--- config.mk ---
export PLATFORM = sky130hd
export DESIGN_NAME = urm_channel_regs
export DESIGN_NICKNAME = d
export VERILOG_FILES = /design/src/logic/urm_pkg.sv /design/src/logic/urm_channel_regs.sv
export SDC_FILE = /design/constraint.sdc
export NUM_CORES = 1
export LEC_CHECK = 0
export ABC_AREA = 1
export BUFFER_PORTS_ARGS = -buffer_cell sky130_fd_sc_hd__buf_2
export CAP_MARGIN = 20
export CORE_ASPECT_RATIO = 1.75
export CORE_UTILIZATION = 40
export DETAILED_ROUTE_END_ITERATION = 8
export PLACE_DENSITY = 0.63
export SLEW_MARGIN = 20
export SYNTH_ARGS = -nofsm -noshare
export SYNTH_HDL_FRONTEND = slang
export SYNTH_SLANG_ARGS = --single-unit
--- constraint.sdc ---
create_clock -name clk -period 2 [get_ports clk]
set_clock_uncertainty 0.2 [all_clocks]
set_input_delay 0.4 -clock clk [delete_from_list [all_inputs] [get_ports clk]]
set_output_delay 0.4 -clock clk [all_outputs]
set_load 0.02 [all_outputs]
--- src/logic/urm_pkg.sv ---
package urm_pkg;

    // ------------------------------------------------------------------
    // register offsets on the three low address lines
    // ------------------------------------------------------------------
    localparam logic [2:0] ADDR_HOLD = 3'h0; // holding / divisor low
    localparam logic [2:0] ADDR_IER = 3'h1; // enables / divisor high
    localparam logic [2:0] ADDR_ISR = 3'h2; // status, queue, fraction, efr
    localparam logic [2:0] ADDR_LCR = 3'h3;
    localparam logic [2:0] ADDR_MCR = 3'h4; // also first resume char
    localparam logic [2:0] ADDR_LSR = 3'h5; // also second resume char
    localparam logic [2:0] ADDR_MSR = 3'h6; // also first pause char
    localparam logic [2:0] ADDR_SPR = 3'h7; // also second pause char

    // ------------------------------------------------------------------
    // key values, bit positions and masks
    // ------------------------------------------------------------------
    localparam logic [7:0] LCR_ENH_KEY = 8'hBF; // opens enhanced set
    localparam int LCR_DLAB_BIT = 7; // divisor enable
    localparam int EFR_ENH_BIT = 4; // enhanced enable
    localparam int FCR_EN_BIT = 0;
    localparam int FCR_RXCLR_BIT = 1;
    localparam int FCR_TXCLR_BIT = 2;
    localparam logic [7:0] IER_ENH_MASK = 8'hF0;
    localparam logic [7:0] FCR_ENH_MASK = 8'h30;
    localparam logic [7:0] MCR_ENH_MASK = 8'hE0;
    localparam logic [7:0] ISR_ENH_MASK = 8'h30;
    localparam logic [7:0] MCR_RSVD_MASK = 8'h04;
    localparam logic [7:0] DLD_RSVD_MASK = 8'hC0;
    localparam logic [7:0] FCR_PULSE_MASK = 8'h06; // self-clearing
    localparam logic [7:0] REG_RESET = 8'h00; // every register
    localparam logic [3:0] NIB_RESET = 4'h0;

    // ------------------------------------------------------------------
    // decoded register selection
    // ------------------------------------------------------------------
    typedef enum logic [4:0] {
        SEL_NONE = 5'b00000,
        SEL_HOLD = 5'b00001,
        SEL_DLL = 5'b00010,
        SEL_DLM = 5'b00011,
        SEL_DLD = 5'b00100,
        SEL_IER = 5'b00101,
        SEL_ISR = 5'b00110,
        SEL_LCR = 5'b00111,
        SEL_MCR = 5'b01000,
        SEL_LSR = 5'b01001,
        SEL_MSR = 5'b01010,
        SEL_SPR = 5'b01011,
        SEL_EFR = 5'b01100,
        SEL_XON1 = 5'b01101,
        SEL_XON2 = 5'b01110,
        SEL_XOFF1 = 5'b01111,
        SEL_XOFF2 = 5'b10000
    } urm_sel_e;

    // ------------------------------------------------------------------
    // carriers
    // ------------------------------------------------------------------
    typedef struct packed {
        logic cs; // channel select
        logic wr; // write strobe
        logic rd; // read strobe
        logic [2:0] addr;
        logic [7:0] wdata;
    } urm_bus_s;

    typedef struct packed {
        logic [7:0] rx_byte; // head of receive path
        logic [3:0] int_source; // interrupt source code
        logic xoff_int;
        logic flow_int; // rts/cts handshake interrupt
        logic [7:0] line; // line status bits
        logic [3:0] modem; // cd, ri, dsr, cts (bit 3..0)
    } urm_stat_s;

    typedef struct packed {
        logic [7:0] dll;
        logic [7:0] baud_divisor_high;
        logic [7:0] baud_divisor_fraction; // effective, gated
        logic [7:0] interrupt_enables; // effective, gated
        logic [7:0] queue_control; // stored bits, gated
        logic [7:0] line_format_control;
        logic [7:0] modem_line_control; // effective, gated
        logic [7:0] enhanced_function;
        logic [7:0] xon1;
        logic [7:0] xon2;
        logic [7:0] xoff1;
        logic [7:0] xoff2;
    } urm_cfg_s;

endpackage : urm_pkg

--- src/logic/urm_channel_regs.sv ---
module urm_channel_regs
    import urm_pkg::*;
(
    // clock and reset
    input wire logic clk,
    input wire logic srst,
    // host register bus
    input wire urm_bus_s bus,
    output logic [7:0] rdata,
    // serial engine side
    input wire urm_stat_s stat,
    output urm_cfg_s cfg,
    output logic [7:0] tx_byte,
    output logic tx_load,
    output logic rx_pop,
    output logic rx_fifo_clr,
    output logic tx_fifo_clr
);

    // ------------------------------------------------------------------
    // address decode
    // ------------------------------------------------------------------
    function automatic urm_sel_e urm_decode(input logic [2:0] a,
                                            input logic [7:0] lcr_v,
                                            input logic enh_v);
        logic key;
        logic dl;
        key = (lcr_v == LCR_ENH_KEY);
        dl = lcr_v[LCR_DLAB_BIT];
        urm_decode = SEL_NONE;
        if (a == ADDR_LCR) begin
            urm_decode = SEL_LCR;
        end else if (key && a == ADDR_ISR) begin
            urm_decode = SEL_EFR;
        end else if (key && a == ADDR_MCR) begin
            urm_decode = SEL_XON1;
        end else if (key && a == ADDR_LSR) begin
            urm_decode = SEL_XON2;
        end else if (key && a == ADDR_MSR) begin
            urm_decode = SEL_XOFF1;
        end else if (key && a == ADDR_SPR) begin
            urm_decode = SEL_XOFF2;
        end else if (key) begin
            urm_decode = SEL_NONE; // key hides addresses 0 and 1
        end else if (dl && a == ADDR_HOLD) begin
            urm_decode = SEL_DLL;
        end else if (dl && a == ADDR_IER) begin
            urm_decode = SEL_DLM;
        end else if (dl && a == ADDR_ISR) begin
            urm_decode = enh_v ? SEL_DLD : SEL_NONE;
        end else if (a == ADDR_HOLD) begin
            urm_decode = SEL_HOLD;
        end else if (a == ADDR_IER) begin
            urm_decode = SEL_IER;
        end else if (a == ADDR_ISR) begin
            urm_decode = SEL_ISR;
        end else if (a == ADDR_MCR) begin
            urm_decode = SEL_MCR;
        end else if (a == ADDR_LSR) begin
            urm_decode = SEL_LSR;
        end else if (a == ADDR_MSR) begin
            urm_decode = SEL_MSR;
        end else begin
            urm_decode = SEL_SPR;
        end
    endfunction : urm_decode

    // ------------------------------------------------------------------
    // storage
    // ------------------------------------------------------------------
    logic [7:0] dll; // divisor low
    logic [7:0] baud_divisor_high; // divisor high
    logic [7:0] baud_divisor_fraction; // divisor fraction, raw
    logic [7:0] interrupt_enables; // interrupt enables, raw
    logic [7:0] queue_control; // queue control, raw
    logic [7:0] line_format_control; // line format control
    logic [7:0] modem_line_control; // modem line control, raw
    logic [7:0] enhanced_function; // enhanced function
    logic [7:0] xon1;
    logic [7:0] xon2;
    logic [7:0] xoff1;
    logic [7:0] xoff2;
    logic [7:0] scratch_byte; // scratch byte
    logic [3:0] modem_prev; // last modem input sample
    logic [3:0] modem_delta; // sticky change flags
    logic primed; // first sample after reset taken

    // ------------------------------------------------------------------
    // decode and gating wires
    // ------------------------------------------------------------------
    wire logic enh = enhanced_function[EFR_ENH_BIT];
    wire logic [7:0] enh_keep = enh ? 8'hFF : 8'h00;
    wire urm_sel_e sel = urm_decode(bus.addr, line_format_control, enh);
    wire logic wr_en = bus.cs && bus.wr;
    wire logic rd_en = bus.cs && bus.rd;
    // stored values: gated bits are dropped on the way in
    wire logic [7:0] ier_in = bus.wdata & (~IER_ENH_MASK | enh_keep);
    wire logic [7:0] fcr_in = bus.wdata & ~FCR_PULSE_MASK
                              & (~FCR_ENH_MASK | enh_keep);
    wire logic [7:0] mcr_in = bus.wdata & ~MCR_RSVD_MASK
                              & (~MCR_ENH_MASK | enh_keep);
    wire logic [7:0] dld_in = bus.wdata & ~DLD_RSVD_MASK;
    // effective values: bits set earlier vanish once enhanced is off
    wire logic [7:0] ier_eff = interrupt_enables & (~IER_ENH_MASK | enh_keep);
    wire logic [7:0] fcr_eff = queue_control & (~FCR_ENH_MASK | enh_keep);
    wire logic [7:0] mcr_eff = modem_line_control & (~MCR_ENH_MASK | enh_keep);
    wire logic [7:0] isr_val = {{2{queue_control[FCR_EN_BIT]}},
                                stat.flow_int, stat.xoff_int,
                                stat.int_source}
                               & (~ISR_ENH_MASK | enh_keep);
    wire logic [7:0] msr_val = {stat.modem, modem_delta};

    // ------------------------------------------------------------------
    // read selection
    // ------------------------------------------------------------------
    logic [7:0] rd_mux;
    always_comb begin
        // unmapped or hidden slots read zero
        case (sel)
            SEL_HOLD: rd_mux = stat.rx_byte;
            SEL_DLL: rd_mux = dll;
            SEL_DLM: rd_mux = baud_divisor_high;
            SEL_DLD: rd_mux = baud_divisor_fraction;
            SEL_IER: rd_mux = ier_eff;
            SEL_ISR: rd_mux = isr_val;
            SEL_LCR: rd_mux = line_format_control;
            SEL_MCR: rd_mux = mcr_eff;
            SEL_LSR: rd_mux = stat.line;
            SEL_MSR: rd_mux = msr_val;
            SEL_SPR: rd_mux = scratch_byte;
            SEL_EFR: rd_mux = enhanced_function;
            SEL_XON1: rd_mux = xon1;
            SEL_XON2: rd_mux = xon2;
            SEL_XOFF1: rd_mux = xoff1;
            SEL_XOFF2: rd_mux = xoff2;
            default: rd_mux = REG_RESET;
        endcase
    end

    // ------------------------------------------------------------------
    // register writes
    // ------------------------------------------------------------------
    // writes to read-only slots (line, modem) are dropped; status slot writes go to queue control
    always_ff @(posedge clk) begin
        if (srst) begin
            {dll, baud_divisor_high, baud_divisor_fraction, interrupt_enables, queue_control, line_format_control} <= {6{REG_RESET}};
            {modem_line_control, enhanced_function, xon1, xon2, xoff1, xoff2, scratch_byte} <= {7{REG_RESET}};
        end else if (wr_en) begin
            case (sel)
                SEL_DLL: dll <= bus.wdata;
                SEL_DLM: baud_divisor_high <= bus.wdata;
                SEL_DLD: baud_divisor_fraction <= dld_in;
                SEL_IER: interrupt_enables <= ier_in;
                SEL_ISR: queue_control <= fcr_in;
                SEL_LCR: line_format_control <= bus.wdata;
                SEL_MCR: modem_line_control <= mcr_in;
                SEL_SPR: scratch_byte <= bus.wdata;
                SEL_EFR: enhanced_function <= bus.wdata;
                SEL_XON1: xon1 <= bus.wdata;
                SEL_XON2: xon2 <= bus.wdata;
                SEL_XOFF1: xoff1 <= bus.wdata;
                SEL_XOFF2: xoff2 <= bus.wdata;
                default: ;
            endcase
        end
    end

    // ------------------------------------------------------------------
    // strobes towards the serial engine and read data
    // ------------------------------------------------------------------
    // one-cycle pulses; fifo clears never stick, as the host expects
    always_ff @(posedge clk) begin
        if (srst) begin
            tx_load <= 1'b0;
            rx_pop <= 1'b0;
            rx_fifo_clr <= 1'b0;
            tx_fifo_clr <= 1'b0;
            tx_byte <= REG_RESET;
            rdata <= REG_RESET;
        end else begin
            tx_load <= wr_en && sel == SEL_HOLD;
            rx_pop <= rd_en && sel == SEL_HOLD;
            rx_fifo_clr <= wr_en && sel == SEL_ISR
                           && bus.wdata[FCR_RXCLR_BIT];
            tx_fifo_clr <= wr_en && sel == SEL_ISR
                           && bus.wdata[FCR_TXCLR_BIT];
            if (wr_en && sel == SEL_HOLD) begin
                tx_byte <= bus.wdata;
            end
            if (rd_en) begin
                rdata <= rd_mux; // held until the next read
            end
        end
    end

    // ------------------------------------------------------------------
    // modem change flags
    // ------------------------------------------------------------------
    // a change in the cycle of an msr read is kept: set wins over clear
    wire logic msr_clr = rd_en && sel == SEL_MSR;
    wire logic [3:0] msr_keep = msr_clr ? NIB_RESET : modem_delta;
    wire logic [3:0] msr_set = primed ? (modem_prev ^ stat.modem) : NIB_RESET;
    always_ff @(posedge clk) begin
        if (srst) begin
            modem_prev <= NIB_RESET;
            modem_delta <= NIB_RESET;
            primed <= 1'b0;
        end else begin
            modem_prev <= stat.modem;
            primed <= 1'b1; // first sample only sets the baseline
            modem_delta <= msr_keep | msr_set;
        end
    end

    // ------------------------------------------------------------------
    // outputs to the serial engine
    // ------------------------------------------------------------------
    assign cfg = '{dll: dll, baud_divisor_high: baud_divisor_high, baud_divisor_fraction: baud_divisor_fraction & enh_keep,
                   interrupt_enables: ier_eff, queue_control: fcr_eff, line_format_control: line_format_control,
                   modem_line_control: mcr_eff, enhanced_function: enhanced_function, xon1: xon1, xon2: xon2,
                   xoff1: xoff1, xoff2: xoff2};

    wire logic key_now = (line_format_control == LCR_ENH_KEY);
    wire logic dl_now = line_format_control[LCR_DLAB_BIT];
endmodule : urm_channel_regs

==> results.md <==
- Htree depth: 4
- Minimum clock period: between 2 and 2.5 ns
- HPWL after DPL: approximately 18 mm
- Commonest non-fill, non-tap cell in the layout: buf_2
- YS warnings: 0
- WL final: 26.1 mm
- Slew Viols, Final: 0
- Residual DRC: 0
- Post-synth EDFFs: 0
- P&R area growth vs syn: 55.5%
- Clock-pin slew on the worst setup and hold paths: roughly 0.060 ns
- CTS sink count: approximately 130
- Post-synthesis xor/xnor area fraction: less than 1%
- Total I/O pin count: ~160
- WHS: 0.0120 ns
- Worst setup EP type: flip-flop
- PD cells: ~660 mW/mm^2
- Max Cap Viol: 0
- Routed vias: slightly above 7k
- Critical path type: reg -> reg
- Synth Area in Compound Gates: 17.0%
- Largest family of logic cells by synthesized area: simple AND/OR/NAND/NOR gates
- Die W: a little under 100 um
- Ys async rst share: 0%
- Cells after Synth: approximately 890
- Ant. Diodes: 0
- GRT Util Overall: 31.5%
- Crit-path max FO: 7
- Top FF cell, synth: dfxtp_1
- Largest stage delay, worst path: ~0.34 ns
- WP data arrival: ~2.5 ns
- Die height: 167 um
- Routed length per instance: slightly below 20 um
- TritonCTS Buffers: 17
- Area after DPL: 0.00773 sq mm
- Synth unique cells: 34
- Fillers: between 1k and 1.5k
- Largest delay contributor family on the critical path: simple AND/OR/NAND/NOR gates
- Final worst setup slack: -0.380 ns
- Area share of fa/ha/maj cells after synthesis: 0%
- Core ar.: ~0.015 sq mm
- CP Buf/Inv Count: 5
- Pleak: 4.46 nW
- Starting DRT DRC Count: between 600 and 700
- Input/output buffers: 152
- Fraction of layout cells with a size suffix above 1: about 44%
- Util after Layout: between 60% and 70%
- CTS tree: built
- Fin nets: between 1k and 1.5k
- Tightest Pin Transition: 0.655 ns
- Synth Area in Simple Gates: between 20% and 30%
- Largest net degree at the start of global routing: just under 90
- Initial Util: ~41%
- Syn avg cell area: approximately 7 sq um
- Hold Crit Class: in -> reg
- #FFs+latches synth: 128
- CP most frequent cell: nand2_1
- Final instance area: 0.00967 sq mm
- Global-route wire length before repair: roughly 37 mm
- Failing checks: setup timing
- Worst path cell trace: inv_2, nand2_2, nor2_4, buf_12, nand2_8, nand2_4, nand3_4, buf_6, nor2_4, buf_6, nand4_1, nand2_1, inv_1, nand2_2, nor2_1, nand2_1, nand2_1, a21oi_1
- Final Hold Fails: 0
- Slew Limit Headroom: between 50% and 60%
- Synth Cell Area: a little over 0.006 sq mm
- Startpoint Class: flip-flop
- Clock Path Buffers: 2
- Initial antenna violation count: 0
- Crit path required time: between 2 and 2.5 ns
- CP max-delay cell: dfxtp_4
- Vias in the first global route: 6577
- Outcome: complete, but fails checks
- Core Rows: slightly below 60
- Setup Viol. Count Final: a little under 100
- Register area share after synthesis: between 40% and 50%
- Root buffer cell: clkbuf_16
- Commonest non-fill, non-tap cells in the layout: buf_2 (152), nand2_1 (132), dfxtp_1 (119), inv_1 (85), nor2_1 (79)
- Overflow after GRT: 0
- Detailed Routing Iterations Pass 1: 6
- Fmax: ~420 MHz
- Max VDD drop: ~540 uV
- Final period utilization: 119%
- Final ANT Viol Nets: 0
- Via/cell ratio: between 5 and 6
- Die area: approximately 0.016 sq mm
- Clk_lat worst skew: ~0.42 ns
- Post-synthesis mux area share: 0%
- RSZ-0062 raised after global routing: true
- GPL Wtd Cong: 0.903
==> tightest hold or removal path: stages <==
cell and delay [ns]:
buf_2 0.12, inv_1 0.05, nor2_1 0.03
==> logic make-up after synthesis <==
group / after synthesis
AND/OR/NAND/NOR: 396
buffers and inverters: 161
AO/OA/AOI/OAI: 202
other: 1
flip-flops: 128
XOR/XNOR: 4
==> cell type report <==
| class | count | area [sq um] | area share [%] |
|---|---|---|---|
| Sequential cell | 128 | 2590 | 26.8 |
| Inverter | 103 | 422 | 4.36 |
| Clock inverter | 13 | 118 | 1.22 |
| Multi-Input combinational cell | 610 | 3820 | 39.5 |
| Clock buffer | 17 | 425 | 4.40 |
| Tap cell | 183 | 229 | 2.37 |
| Timing Repair Buffer | 270 | 2060 | 21.3 |
| Timing Repair inverter | 1 | 6.26 | 0.0647 |
==> where the power goes <==
| part | total (mW) | leakage, nW | switching (mW) | internal, mW |
|---|---|---|---|---|
| clock | 2.91 | 0.265 | 1.22 | 1.70 |
| sequential | 2.61 | 1.04 | 0.0312 | 2.58 |
| combinational | 0.872 | 3.16 | 0.541 | 0.331 |
==> path summary, 6_finish.rpt <==
path,from,slack [ns],end,depth (start not counted)
max,line_format_control[6]$_SDFFE_PP0P_,-0.38,rdata[6]$_SDFFE_PP0P_,18
max reg2reg,line_format_control[6]$_SDFFE_PP0P_,-0.38,rdata[6]$_SDFFE_PP0P_,18
min,stat[3],0.01,modem_prev[3]$_SDFF_PP0_,3
min reg2reg,rdata[2]$_SDFFE_PP0P_,0.26,rdata[2]$_SDFFE_PP0P_,2
==> flip-flops by register name (all words and copies together) (netlist names), 4 cells and up <==
signal	cells
xon2	8
xoff2	8
modem_line_control	7
baud_divisor_high	8
baud_divisor_fraction	6
xon1	8
scratch_byte	8
queue_control	6
line_format_control	8
modem_delta	4
interrupt_enables	8
rdata	8
modem_prev	4
dll	8
tx_byte	8
xoff1	8
enhanced_function	8
==> metal layers <==
metal,vias up,track usage (%),wire length (um)
met2,394,53.4,13300
met4,0,22.8,2070
met3,121,4.70,1780
li1,3397,-,-
met1,3353,34.5,8950
met5,-,0,0
==> synthesized netlist by cell type, types with 3 or more instances <==
| library cell | number | area (sq um) |
|---|---|---|
| a21oi_1 | 93 | 465 |
| a22oi_1 | 9 | 67.6 |
| buf_2 | 5 | 25.0 |
| buf_4 | 22 | 165 |
| buf_6 | 4 | 45.0 |
| clkbuf_1 | 27 | 101 |
| dfxtp_1 | 128 | 2560 |
| inv_1 | 93 | 349 |
| inv_2 | 8 | 30.0 |
| nand2_1 | 168 | 631 |
| nand2_2 | 9 | 56.3 |
| nand3_1 | 81 | 405 |
| nand4_1 | 12 | 75.1 |
| nand4_2 | 3 | 37.5 |
| nor2_1 | 96 | 360 |
| nor2_2 | 3 | 18.8 |
| nor2_4 | 11 | 124 |
| nor3_1 | 4 | 20.0 |
| o21ai_0 | 87 | 435 |
| o21ai_1 | 7 | 35.0 |
| o22ai_1 | 4 | 25.0 |
| xor2_1 | 4 | 35.0 |
==> repair_timing <==
action	CTS	global route
cloned	10	2
endpoints found under the hold margin	1	0
buffers inserted	22	8
pin swaps	49	71
setup endpoints to repair	121	114
resized for setup	163	126
hold buffers	1	0
==> metrics by stage <==
stage,setup slack (ns),cells,TNS [ns],power [mW]
finish,-0.380,1325,-20.25,6.40
global route,-0.478,1325,-27.53,6.57
CTS,-0.216,1317,-11.78,6.33
detailed placement,-0.497,1256,-27.86,3.30
global placement,-0.463,1256,-26.07,3.30
floorplan,-0.0912,896,-2.24,3.03
(Power assumes the default switching activity.)
